**src/mpfc_pkg.sv**
```systemverilog
// mpfc_pkg: register map, field layout, reset values and timing for the
// pause flow control block. assumes a 32-bit apb bus and a 125 mhz pclk.
`default_nettype none

package mpfc_pkg;

    // register byte addresses
    localparam logic [11:0] MGMT_DATA_ADDR    = 12'h018;
    localparam logic [11:0] FLOW_CTRL_ADDR    = 12'h01C;
    localparam logic [11:0] CNT_CTRL_ADDR     = 12'h100;
    localparam logic [11:0] RSVD_INIT_A_ADDR  = 12'h10C;
    localparam logic [11:0] RSVD_INIT_B_ADDR  = 12'h110;
    localparam logic [11:0] MGMT_CMD_ADDR     = 12'h014;
    localparam logic [11:0] LONG_CNT_ADDR     = 12'h120;

    // flow control word fields
    localparam int          FC_BUSY_BIT       = 0;
    localparam int          FC_HONOR_BIT      = 1;
    localparam int          FC_QUANTA_LSB     = 16;
    localparam logic [15:0] FC_QUANTA_RST     = 16'h0050;
    localparam logic        FC_HONOR_RST      = 1'h1;

    // counter control word fields
    localparam int          CC_RSVD1_BIT      = 1;
    localparam int          CC_MAXLEN_LSB     = 3;
    localparam logic [10:0] CC_MAXLEN_RST     = 11'h5EE;
    localparam logic        CC_RSVD1_RST      = 1'h1;

    // management command word fields
    localparam int          MG_BUSY_BIT       = 0;
    localparam int          MG_WRITE_BIT      = 1;

    // one pause quantum is 512 bit times; at 100 mb/s that is 5120 ns
    localparam int          QUANTUM_NS        = 5120;
    localparam int          CLK_NS            = 8;
    localparam int          QUANTUM_CYC       = QUANTUM_NS / CLK_NS;
    // pause frame is 64 bytes plus preamble and gap: 84 byte times
    localparam int          PFRAME_NS         = 6720;
    localparam int          PFRAME_CYC        = (PFRAME_NS + CLK_NS - 1) / CLK_NS;
    // one mdio instruction: 64 mdc bits at 2.5 mhz
    localparam int          MGMT_NS           = 25600;
    localparam int          MGMT_CYC          = (MGMT_NS + CLK_NS - 1) / CLK_NS;

    typedef enum logic [1:0] {
        MPFC_TX_IDLE  = 2'b00,
        MPFC_TX_SEND  = 2'b01,
        MPFC_TX_PAUSE = 2'b10
    } mpfc_tx_t;

    typedef struct packed {
        logic        valid;
        logic [15:0] quanta;
    } mpfc_pause_t;

endpackage : mpfc_pkg

`default_nettype wire

```
**src/mpfc_top.sv**
```systemverilog
// mpfc_top: pause flow control, management command word and long frame
// classification for an ethernet mac, as an apb slave.
// assumes the mac core pulses the tx/rx event inputs synchronous to pclk.
// assumes the apb master waits for pready; every access gets one wait state.
// the mdio shifter and the pause frame sender sit outside; only their timing is kept.
// Operation
// - The 16-bit management data field holds write data or read-back data.
// - Every sent pause frame carries the pause quanta from bits 31:16.
// - With honour enabled, a received pause frame stalls the transmitter.
// - The send busy bit stays one while the pause frame is sent.
// - The device clears the send busy bit when the pause frame ends.
// - Bits 13:3 of the counter control word give the maximum frame length.
// - Each sent frame longer than that maximum counts as a long frame.
// - The management busy flag is one while an instruction runs.
//
// Register access over APB was left to the implementer.
`default_nettype none

module mpfc_top #(
    parameter int QUANTUM_CYCLES = mpfc_pkg::QUANTUM_CYC,
    parameter int PFRAME_CYCLES  = mpfc_pkg::PFRAME_CYC,
    parameter int MGMT_CYCLES    = mpfc_pkg::MGMT_CYC
) (
    input  wire logic        pclk,
    input  wire logic        presetn,
    input  wire logic        psel,
    input  wire logic        penable,
    input  wire logic        pwrite,
    input  wire logic [11:0] paddr,
    input  wire logic [31:0] pwdata,
    output logic      [31:0] prdata,
    output logic             pready,
    output logic             pslverr,
    input  wire logic        rx_pause_valid,
    input  wire logic [15:0] rx_pause_quanta,
    input  wire logic        tx_frame_done,
    input  wire logic [15:0] tx_frame_len,
    input  wire logic [15:0] mgmt_rd_data,
    output mpfc_pkg::mpfc_pause_t tx_pause_req,
    output logic             tx_stall,
    output logic             mgmt_start,
    output logic             mgmt_write_select,
    output logic [15:0]      mgmt_data_out
);

    // whole block state in one register so reset and update stay in one place
    typedef struct packed {
        logic [31:0]        rdata;
        logic               ready;
        logic               slverr;
        logic [15:0]        quanta;
        logic               honor;
        logic               busy;
        mpfc_pkg::mpfc_tx_t tx_st;
        logic [15:0]        tx_cnt;
        logic [15:0]        pause_left;
        logic [15:0]        quantum_cnt;
        logic [10:0]        max_len;
        logic               cc_rsvd1;
        logic [31:0]        rsvd_a;
        logic [31:0]        rsvd_b;
        logic [31:0]        long_cnt;
        logic [15:0]        mgmt_data;
        logic               mgmt_busy;
        logic               mgmt_wsel;
        logic [15:0]        mgmt_cnt;
        logic               mgmt_start;
        mpfc_pkg::mpfc_pause_t pause_out;
        logic               stall;
    } mpfc_state_t;

    mpfc_state_t s_q;
    mpfc_state_t s_d;

    // last counts, cut to the counter width on purpose
    localparam logic [15:0] PF_LAST = 16'(PFRAME_CYCLES - 1);
    localparam logic [15:0] Q_LAST  = 16'(QUANTUM_CYCLES - 1);
    localparam logic [15:0] MG_LAST = 16'(MGMT_CYCLES - 1);

    // true for any address that answers with a register;
    // used both for the error response and to gate every store
    function automatic logic mpfc_mapped(input logic [11:0] a);
        mpfc_mapped = (a == mpfc_pkg::FLOW_CTRL_ADDR) ||
                      (a == mpfc_pkg::CNT_CTRL_ADDR) ||
                      (a == mpfc_pkg::RSVD_INIT_A_ADDR) ||
                      (a == mpfc_pkg::RSVD_INIT_B_ADDR) ||
                      (a == mpfc_pkg::MGMT_CMD_ADDR) ||
                      (a == mpfc_pkg::MGMT_DATA_ADDR) ||
                      (a == mpfc_pkg::LONG_CNT_ADDR);
    endfunction : mpfc_mapped

    logic        acc;
    logic        wr;
    logic [31:0] rd;

    always_comb begin
        s_d         = s_q;
        // registered answer costs one wait state; the !ready term ends the access
        acc         = psel && penable && !s_q.ready;
        // an errored write stores nothing
        wr          = acc && pwrite && mpfc_mapped(paddr);
        s_d.ready   = acc;
        s_d.slverr  = acc && !mpfc_mapped(paddr);
        // pulses default low and are raised below for one cycle
        s_d.mgmt_start = 1'b0;
        s_d.pause_out.valid = 1'b0;

        rd = 32'h0000_0000;
        case (paddr)
            mpfc_pkg::FLOW_CTRL_ADDR: begin
                rd[mpfc_pkg::FC_QUANTA_LSB +: 16] = s_q.quanta;
                rd[mpfc_pkg::FC_HONOR_BIT] = s_q.honor;
                rd[mpfc_pkg::FC_BUSY_BIT]  = s_q.busy;
            end
            mpfc_pkg::CNT_CTRL_ADDR: begin
                rd[mpfc_pkg::CC_MAXLEN_LSB +: 11] = s_q.max_len;
                rd[mpfc_pkg::CC_RSVD1_BIT] = s_q.cc_rsvd1;
            end
            mpfc_pkg::RSVD_INIT_A_ADDR: begin
                rd = s_q.rsvd_a;
            end
            mpfc_pkg::RSVD_INIT_B_ADDR: begin
                rd = s_q.rsvd_b;
            end
            mpfc_pkg::MGMT_CMD_ADDR: begin
                rd[mpfc_pkg::MG_WRITE_BIT] = s_q.mgmt_wsel;
                rd[mpfc_pkg::MG_BUSY_BIT]  = s_q.mgmt_busy;
            end
            mpfc_pkg::MGMT_DATA_ADDR: begin
                rd[15:0] = s_q.mgmt_data;
            end
            mpfc_pkg::LONG_CNT_ADDR: begin
                rd = s_q.long_cnt;
            end
            default: begin
                // unmapped reads return zero alongside the error
                rd = 32'h0000_0000;
            end
        endcase
        // data only while the answer stands, so a stale word never sits on the bus
        s_d.rdata = (acc && !pwrite) ? rd : 32'h0000_0000;

        if (wr) begin
            case (paddr)
                mpfc_pkg::FLOW_CTRL_ADDR: begin
                    s_d.quanta = pwdata[mpfc_pkg::FC_QUANTA_LSB +: 16];
                    s_d.honor  = pwdata[mpfc_pkg::FC_HONOR_BIT];
                    // host write of one requests a frame
                    if (pwdata[mpfc_pkg::FC_BUSY_BIT]) begin
                        s_d.busy = 1'b1;
                    end
                end
                mpfc_pkg::CNT_CTRL_ADDR: begin
                    s_d.max_len  = pwdata[mpfc_pkg::CC_MAXLEN_LSB +: 11];
                    s_d.cc_rsvd1 = pwdata[mpfc_pkg::CC_RSVD1_BIT];
                end
                mpfc_pkg::RSVD_INIT_A_ADDR: begin
                    s_d.rsvd_a = pwdata;
                end
                mpfc_pkg::RSVD_INIT_B_ADDR: begin
                    s_d.rsvd_b = pwdata;
                end
                mpfc_pkg::MGMT_CMD_ADDR: begin
                    // a command while busy is ignored so the running one is not torn
                    if (!s_q.mgmt_busy) begin
                        s_d.mgmt_wsel  = pwdata[mpfc_pkg::MG_WRITE_BIT];
                        s_d.mgmt_busy  = 1'b1;
                        s_d.mgmt_start = 1'b1;
                        s_d.mgmt_cnt   = 16'h0000;
                    end
                end
                mpfc_pkg::MGMT_DATA_ADDR: begin
                    s_d.mgmt_data = pwdata[15:0];
                end
                default: begin
                    // the long frame counter is read-only
                end
            endcase
        end

        // busy until the instruction time has run out
        if (s_q.mgmt_busy) begin
            if (s_q.mgmt_cnt == MG_LAST) begin
                s_d.mgmt_busy = 1'b0;
                // a read returns its data into the data field
                if (!s_q.mgmt_wsel) begin
                    s_d.mgmt_data = mgmt_rd_data;
                end
            end else begin
                s_d.mgmt_cnt = s_q.mgmt_cnt + 16'h0001;
            end
        end

        // received pause honoured only when enabled
        if (rx_pause_valid && s_q.honor) begin
            // a new pause frame reloads the count rather than adding to it
            s_d.pause_left  = rx_pause_quanta;
            s_d.quantum_cnt = 16'h0000;
        end else if (s_q.pause_left != 16'h0000) begin
            // one quantum of 512 bit times per decrement
            if (s_q.quantum_cnt == Q_LAST) begin
                s_d.quantum_cnt = 16'h0000;
                s_d.pause_left  = s_q.pause_left - 16'h0001;
            end else begin
                s_d.quantum_cnt = s_q.quantum_cnt + 16'h0001;
            end
        end
        // dropping the enable releases a stall already running
        if (!s_d.honor) begin
            s_d.pause_left = 16'h0000;
        end
        // taken from the next count so the stall rises the cycle after the pulse
        s_d.stall = (s_d.pause_left != 16'h0000);

        // pause frames are control frames and go out even while stalled
        case (s_q.tx_st)
            mpfc_pkg::MPFC_TX_IDLE: begin
                if (s_q.busy) begin
                    // quanta placed in the outgoing frame
                    s_d.pause_out.valid  = 1'b1;
                    s_d.pause_out.quanta = s_q.quanta;
                    s_d.tx_cnt = 16'h0000;
                    s_d.tx_st  = mpfc_pkg::MPFC_TX_SEND;
                end
            end
            mpfc_pkg::MPFC_TX_SEND: begin
                // busy held through the frame
                // re-asserted so no host write can end the frame early
                s_d.busy = 1'b1;
                if (s_q.tx_cnt == PF_LAST) begin
                    s_d.busy  = 1'b0;
                    s_d.tx_st = mpfc_pkg::MPFC_TX_IDLE;
                end else begin
                    s_d.tx_cnt = s_q.tx_cnt + 16'h0001;
                end
            end
            default: begin
                // an unused code falls back to idle
                s_d.tx_st = mpfc_pkg::MPFC_TX_IDLE;
            end
        endcase

        // long frame count, rolls over
        // a frame exactly at the limit is not long
        if (tx_frame_done && (tx_frame_len > {5'h00, s_q.max_len})) begin
            s_d.long_cnt = s_q.long_cnt + 32'h0000_0001;
        end
    end

    always_ff @(posedge pclk or negedge presetn) begin
        if (!presetn) begin
            // documented defaults for the visible fields, idle for the rest
            s_q.rdata       <= 32'h0000_0000;
            s_q.ready       <= 1'b0;
            s_q.slverr      <= 1'b0;
            s_q.quanta      <= mpfc_pkg::FC_QUANTA_RST;
            s_q.honor       <= mpfc_pkg::FC_HONOR_RST;
            s_q.busy        <= 1'b0;
            s_q.tx_st       <= mpfc_pkg::MPFC_TX_IDLE;
            s_q.tx_cnt      <= 16'h0000;
            s_q.pause_left  <= 16'h0000;
            s_q.quantum_cnt <= 16'h0000;
            s_q.max_len     <= mpfc_pkg::CC_MAXLEN_RST;
            s_q.cc_rsvd1    <= mpfc_pkg::CC_RSVD1_RST;
            s_q.rsvd_a      <= 32'h0000_0000;
            s_q.rsvd_b      <= 32'h0000_0000;
            s_q.long_cnt    <= 32'h0000_0000;
            s_q.mgmt_data   <= 16'h0000;
            s_q.mgmt_busy   <= 1'b0;
            s_q.mgmt_wsel   <= 1'b0;
            s_q.mgmt_cnt    <= 16'h0000;
            s_q.mgmt_start  <= 1'b0;
            s_q.pause_out   <= '0;
            s_q.stall       <= 1'b0;
        end else begin
            s_q <= s_d;
        end
    end

    // every output comes straight from the state register
    assign prdata            = s_q.rdata;
    assign pready            = s_q.ready;
    assign pslverr           = s_q.slverr;
    assign tx_pause_req      = s_q.pause_out;
    assign tx_stall          = s_q.stall;
    assign mgmt_start        = s_q.mgmt_start;
    assign mgmt_write_select = s_q.mgmt_wsel;
    assign mgmt_data_out     = s_q.mgmt_data;

endmodule : mpfc_top

`default_nettype wire

```
**config.mk**
```make
export PLATFORM = sky130hd
export DESIGN_NAME = mpfc_top
export DESIGN_NICKNAME = d
export VERILOG_FILES = /design/src/mpfc_pkg.sv /design/src/mpfc_top.sv
export SDC_FILE = /design/constraint.sdc
export NUM_CORES = 1
export LEC_CHECK = 0
export CAP_MARGIN = 10
export CELL_PAD_IN_SITES_DETAIL_PLACEMENT = 1
export CELL_PAD_IN_SITES_GLOBAL_PLACEMENT = 1
export CORE_MARGIN = 1
export CORE_UTILIZATION = 45
export CTS_CLUSTER_SIZE = 12
export DETAILED_ROUTE_END_ITERATION = 10
export DONT_BUFFER_PORTS = 1
export PLACE_DENSITY = 0.71
export SLEW_MARGIN = 20
export SYNTH_ARGS = -nofsm -noshare
export SYNTH_HDL_FRONTEND = slang
export SYNTH_SLANG_ARGS = --single-unit
```
**constraint.sdc**
```tcl
create_clock -name pclk -period 4.1 [get_ports pclk]
set_clock_uncertainty 0.15 [all_clocks]
set_input_delay 0.41 -clock pclk [delete_from_list [all_inputs] [get_ports pclk]]
set_output_delay 0.41 -clock pclk [all_outputs]
set_load 0.01 [all_outputs]
```
==> run metrics, run 1 <==
Tcrit/Tclk final between 80% and 90%; leak pwr about 6.6 nW; area fraction of the dominant cell type after synthesis around half; Rows between 60 and 70; slew margin rel. a little over a third; final net count 1377; top_reg_cell synth dfrtp_1; dpl hpwl 23360 um; Clk pwr share about 48%; Comb power frac ~4.5%; vias per inst a little under 6; All-Layer GR Usage 24.80%; Initial DRT Pass Iterations 7; RePlAce Congestion 0.8394; Worst-Skew Late Latency 0.55 ns; Hold Violations, Final around 260; clk root buf clkbuf_16; fraction of registers with async set/reset between 90% and 100%; Worst Tran Pin Value between 0.9 and 1 ns; Seq/Total Area, Yosys between 50% and 60%; Final Hold Slack -0.5885 ns; TritonCTS clock tree yes; detailed-route via count around 9600; Final min period roughly 3.4 ns; power per cell area just under 400 mW/mm^2; largest area contributor in the netlist dfrtp_1; status complete, but fails checks; Placement Cell Area ~0.013 sq mm; # setup viols final 0; CP required about 4.4 ns; Net Sw Power 1.258 mW; top area cells in the synthesized netlist dfrtp_1 48%, nand2_1 6.0%, buf_4 3.9%; CP endpoint kind flip-flop; crit start category flip-flop; ANT nets after route 0; switch share roughly 22%; post-CTS sizing 0; Tot Pwr approximately 5.7 mW; Initial Utilization between 40% and 50%; Int Pwr 4.410 mW; syn avg cell area a little over 10 sq um; number of enable-type register cells in the synthesized netlist 0; die area between 0.02 and 0.03 sq mm; Cell variety after synth 64; peak supply drop around 0.27 mV; clock slew at reported path FFs approximately 0.06 ns; Synth Warn # 0; Initial DRC Count 660; Finished Cell Area roughly 0.015 sq mm; worst min path class in2async; Worst R2R Start s_q[161]; RSZ-0062 raised after global routing no; MaxCap Viol Count 0; Seq cells post-synth approximately 260; post-CTS setup buffers 0; part of the power in registers a little under half; fraction of layout instances using a drive strength above 1 between 10% and 20%; critical path fanouts, max 15; CP arrival between 3 and 4 ns; CTS Buf Count 29; first-pass GRT wire length 56900 um; synth-to-layout area growth 12.69%; TritonCTS Sinks ~260; Mapped Nets between 1000 and 1500; Avg WL per Cell 21.61 um; DRC Markers 0; largest net degree at the start of global routing ~260; vias in the first global route approximately 10000; chip width approximately 170 um; DP Cell Count 1534; H-tree depth reported by CTS 1; Pins Over Slew Limit 0; antenna fix cells 0; Peak Freq about 0.3 GHz; Top Ports 169; Core Box Area roughly 0.028 sq mm; buffer depth of the longest clock path 3; failing checks hold timing; crit path from s_q[161]; Port Buf Inserts 0; Post-Layout Cell Count 1661; Cell Area, Synth between 0.01 and 0.015 sq mm; Die H 171.6 um; total grt overflow 0; hold_buf cts 75; Crit Path Class reg2reg; drt total wl between 30000 and 40000 um; Setup Total Neg Slack 0 ns; initial antenna violation count 1; cells after synthesis ~1300
## per-stage QoR
stage	util, %	worst slack [ns]	hold WS [ns]
4_1_cts	52.07	0.6844	-0.6028
3_5_place_dp	45.89	0.7875	-0.02280
2_1_floorplan	-	0.7114	-0.03559
5_1_grt	52.07	0.4560	-0.6061
3_3_place_gp	45.89	0.8524	-0.02437
6_report	52.07	0.6703	-0.5885
## area by class of cell
class,count,area [sq um]
tap,378,473.0
clock buffer,43,828.3
inverter,22,82.58
timing repair buffer,93,885.9
clock inverter,9,152.6
sequential,262,6571
fill,3035,13430
multi-input combinational,854,5592
## per-layer routing
layer / GRT usage [%] / up-vias / wire [um]
met1: 33.17 / 4930 / 15900
li1: - / 4413 / -
met3: 5.177 / 57 / 2284
met4: 7.958 / 2 / 917
met5: 0 / - / 11
met2: 40.13 / 234 / 16780
## cells in the final DEF, fill, tap and decap left out, types with 16 or more instances in the layout
cell	n
mux2i_1	34
clkbuf_16	29
dlygate4sd3_1	75
dfrtp_1	250
nand2_1	208
buf_4	18
nor2_1	78
nand3_1	30
nand4_1	27
o21ai_0	76
xor2_1	40
mux2_1	30
mux2_2	37
a21oi_1	33
nor3_1	30
inv_1	22
ha_1	16
a222oi_1	32
## flip-flops by register name, indices dropped and copies added (netlist names)
signal             flops
mgmt_write_select      1
tx_stall               1
pslverr                1
s_q                  192
mgmt_data_out         16
mgmt_start             1
pready                 1
tx_pause_req          17
prdata                32
## logic make-up after synthesis
logic type	after synthesis	synth area share, %
buf+inv	145	6.293
xor+xnor	54	3.654
fa+ha+maj	16	1.547
flops	262	50.77
mux	111	9.619
compound gates	190	9.677
simple gates	483	18.44
## synth_stat cells (7+ instances only)
library cell and count:
xor2_1 40, clkbuf_1 45, inv_1 22, dfrtp_1 250, buf_4 67, nand3_1 30
xnor2_1 14, nor3_1 30, a211oi_1 9, nor4_1 14, mux2_2 37, nand2_1 208
nor3b_1 7, and3_1 14, mux2_1 30, a222oi_1 32, ha_1 16, nor2_1 79
and2_1 8, nor2b_1 8, buf_2 9, dfstp_2 12, and4_1 7, a21oi_1 33
mux2i_1 34, mux2_4 10, o211ai_1 8, nand4_1 27, o21ai_0 76
## path summary, 6_finish.rpt
path	end	slack (ns)	cells past startpoint
min in group pclk	pready	0.03	2
hold reg to reg	s_q[217]	0.32	2
max in group asynchronous	s_q[184]	3.74	0
setup / recovery	tx_stall	0.67	8
setup reg to reg	tx_stall	0.67	8
hold / removal	prdata[9]	-0.59	0
## power by group through the flow
stage          clock network (mW)  logic [mW]  registers [mW]
3_5_place_dp                    0       0.190            2.77
3_3_place_gp                    0       0.181            2.76
2_1_floorplan                   0       0.160            2.74
4_1_cts                      2.75       0.254            2.72
6_report                     2.69       0.253            2.72
5_1_grt                      2.85       0.279            2.73
## worst max-delay path, stage by stage, from the launching register on
cell and delay [ns]:
dfrtp_1 0.39, ha_1 0.23, and4_1 0.26, nand4_1 0.53, nor3_1 0.40, mux2i_1 0.25
a211oi_1 0.11, or4_1 0.59, a2111o_1 0.41
Note: power is estimated with default switching activity, not from simulation.
==> inputs of run 2 (changes only) <==
Settings changed: ABC_AREA set to 1, CORE_UTILIZATION 45 to 43, PLACE_DENSITY 0.71 to 0.74.
Clock period 4.1 ns to 3.1 ns, I/O delays scaled along.
==> run 2 against run 1 <==
Compared with the run above:
- the flow still finishes with violations (hold timing)
- combinational power grew 97%
- setup slack got worse by 0.39 ns
- core utilization is 2.8 points lower
- worst hold slack worse by 0.12 ns
- flip-flop and latch count stayed put
- clock-buffer cell count shrank 4
- critical path type is now in2reg
- highest routed layer is now met4
==> run metrics, run 2 <==
area fraction of the dominant cell type after synthesis between 40% and 50%; final net count roughly 1900; dpl hpwl around 28000 um; CTS Buf Count 31; Initial DRC Count roughly 510; top area cells in the synthesized netlist dfrtp_1 44%, nand2_1 11%, inv_1 5.7%; Tot Pwr 8.168 mW; clock slew at reported path FFs about 0.060 ns; peak supply drop 0.4202 mV; Peak Freq 0.3545 GHz; number of flip-flops in the largest register ~190; chip width 183.4 um; RSZ-0062 raised after global routing no; detailed-route via count around 12000; CP required between 3 and 4 ns; Crit Path Class in2reg; CP arrival 3.08 ns; Initial DRT Pass Iterations 7; Reg area about 0.0066 sq mm; CP endpoint kind flip-flop; power per cell area just over 500 mW/mm^2; fraction of layout instances using a drive strength above 1 10.88%; Rows 66; Final Hold Slack -0.7097 ns; initial antenna violation count 2; Crit-path slowest cell dlygate4sd3_1; CP max stage delay 0.55 ns; commonest non-fill, non-tap cell in the layout nand2_1; number of enable-type register cells in the synthesized netlist 0; # setup viols final 0; final setup margin approximately 0.28 ns; Pins Over Slew Limit 0; TritonCTS clock tree yes; critical path fanouts, max 64; syn avg cell area about 8 sq um; DRC Markers 0; hold_buf cts 82; Seq cells post-synth roughly 260; slew margin rel. ~44%; H-tree depth reported by CTS 1; drt total wl between 40000 and 50000 um; Most Frequent Cell on Critical Path nand2_1; ANT nets after route 0; MaxCap Viol Count 0; vias per inst 5.249; Avg WL per Cell roughly 18 um; crit path from penable; Top Ports about 170; Worst R2R Start s_q[19]; Worst Tran Pin Value about 0.84 ns; Hold Violations, Final 262; Port Buf Inserts 0; fraction of registers with async set/reset 100.0%; top-count cell post-synth nand2_1; leak pwr about 7.5 nW; DP Cell Count between 2000 and 2500; crit start category primary input; failing checks hold timing; Seq/Total Area, Yosys 46.46%; Cell Area, Synth 0.01414 sq mm; All-Layer GR Usage 24.80%; Setup Total Neg Slack 0 ns; crit-path cells dlygate4sd3_1 -> nand2_1 -> dlygate4sd3_1 -> nor2_1 -> inv_1 -> nor2_1 -> nand2_1 -> clkinv_2 -> nand2_4 -> nand2_1 -> o21ai_1; largest area contributor in the netlist dfrtp_1; pre-CTS setup slack around 0.53 ns; largest net degree at the start of global routing between 200 and 300; # fillers a little under 4000; Cell variety after synth 56; Final min period roughly 2.8 ns; Worst Reg-to-Reg Cells 13; synth cell count leaders 431 x nand2_1, 250 x dfrtp_1, 215 x inv_1; buffer depth of the longest clock path 3; total grt overflow 0; TritonCTS Sinks roughly 260; Worst-Skew Late Latency 0.57 ns; Initial Utilization 43.58%; area occupied by multi-input gates 0.005907 sq mm; RePlAce Congestion ~0.87; Synth Warn # 0; Core Box Area approximately 0.032 sq mm; Core Util, Final between 40% and 50%; cells after synthesis 1764; clk root buf clkbuf_16; vias in the first global route 12315; Die H about 180 um; Tcrit/Tclk final between 90% and 100%; Biggest register s_q; status complete, but fails checks; synth-to-layout area growth 13.08%; commonest non-fill, non-tap cells in the layout 431 x nand2_1, 250 x dfrtp_1, 215 x inv_1, 137 x nor2_1, 130 x o21ai_0; first-pass GRT wire length about 66000 um; Mapped Nets 1879; Post-Layout Cell Count 2246; die area around 0.034 sq mm; worst min path class in2async; reg2reg setup slack ~0.32 ns; top_reg_cell synth dfrtp_1
run 2: cell types whose count changed in the layout (fill, tap and decap cells not counted), sizes merged, moves of 69 or more:
cell   delta
inv     +207
nor2     +69
mux2     -77
o21ai   +136
nand2   +262
run 2: cell type report:
class	instances	area share (%)
tap	442	3.457
multi-input combinational	1147	36.93
sequential	262	41.08
antenna	2	0.03129
clock buffer	39	5.163
clock inverter	19	1.744
timing repair buffer	104	6.164
inverter	231	5.429
run 2: cells by family (layout without fill, tap and decap cells):
kind of cell    Yosys count  after routing  share of synthesized area (%)
mux                       1              1                        0.07077
compound gates          340            340                          14.60
buf+inv                 355            393                          11.84
simple gates            744            744                          22.78
xor+xnor                 46             46                          2.848
flops                   262            262                          46.46
other cells               0              2                              0
fa+ha+maj                16             16                          1.415
run 2: critical path: cells and delay by family:
family,cells,cell delay (ns)
AOI/OAI and AO/OA,1,0.10
buffers and inverters,4,1.31
and+or+nand+nor,6,1.32
run 2: layer usage:
layer / global-route usage [%] / part of all wire [%]
met1: 32.59 / 45
met2: 41.87 / 48
met3: 4.825 / 5.4
met4: 6.233 / 1.7
met5: 0 / 0
run 2: report_power, final:
| part | switching, mW | internal, mW | total, mW | leakage, nW |
|---|---|---|---|---|
| Sequential | 0.179 | 3.53 | 3.71 | 3.46 |
| Combinational | 0.289 | 0.208 | 0.498 | 3.52 |
| Clock | 1.50 | 2.46 | 3.96 | 0.542 |
| Total | 1.97 | 6.20 | 8.17 | 7.52 |
run 2: what timing repair did:
item                                   CTS  global route
endpoints found under the hold margin  399           262
buffers inserted                         0             0
resized for setup                        0             0
run 2: final timing paths:
| check | end |
|---|---|
| min in group pclk | s_q[211] |
| max reg2reg | mgmt_data_out[13] |
| max in group asynchronous | s_q[219] |
| max | s_q[108] |
| min reg2reg | s_q[24] |
| min | s_q[21] |
run 2: through the flow:
| step | hold WS, ns | area, sq um |
|---|---|---|
| finish | -0.7097 | 16000 |
| global placement | -0.1188 | 14060 |
| global route | -0.7359 | 16000 |
| CTS | -0.7235 | 15990 |
| floorplan | -0.1356 | 14140 |
| detailed placement | -0.1193 | 14060 |
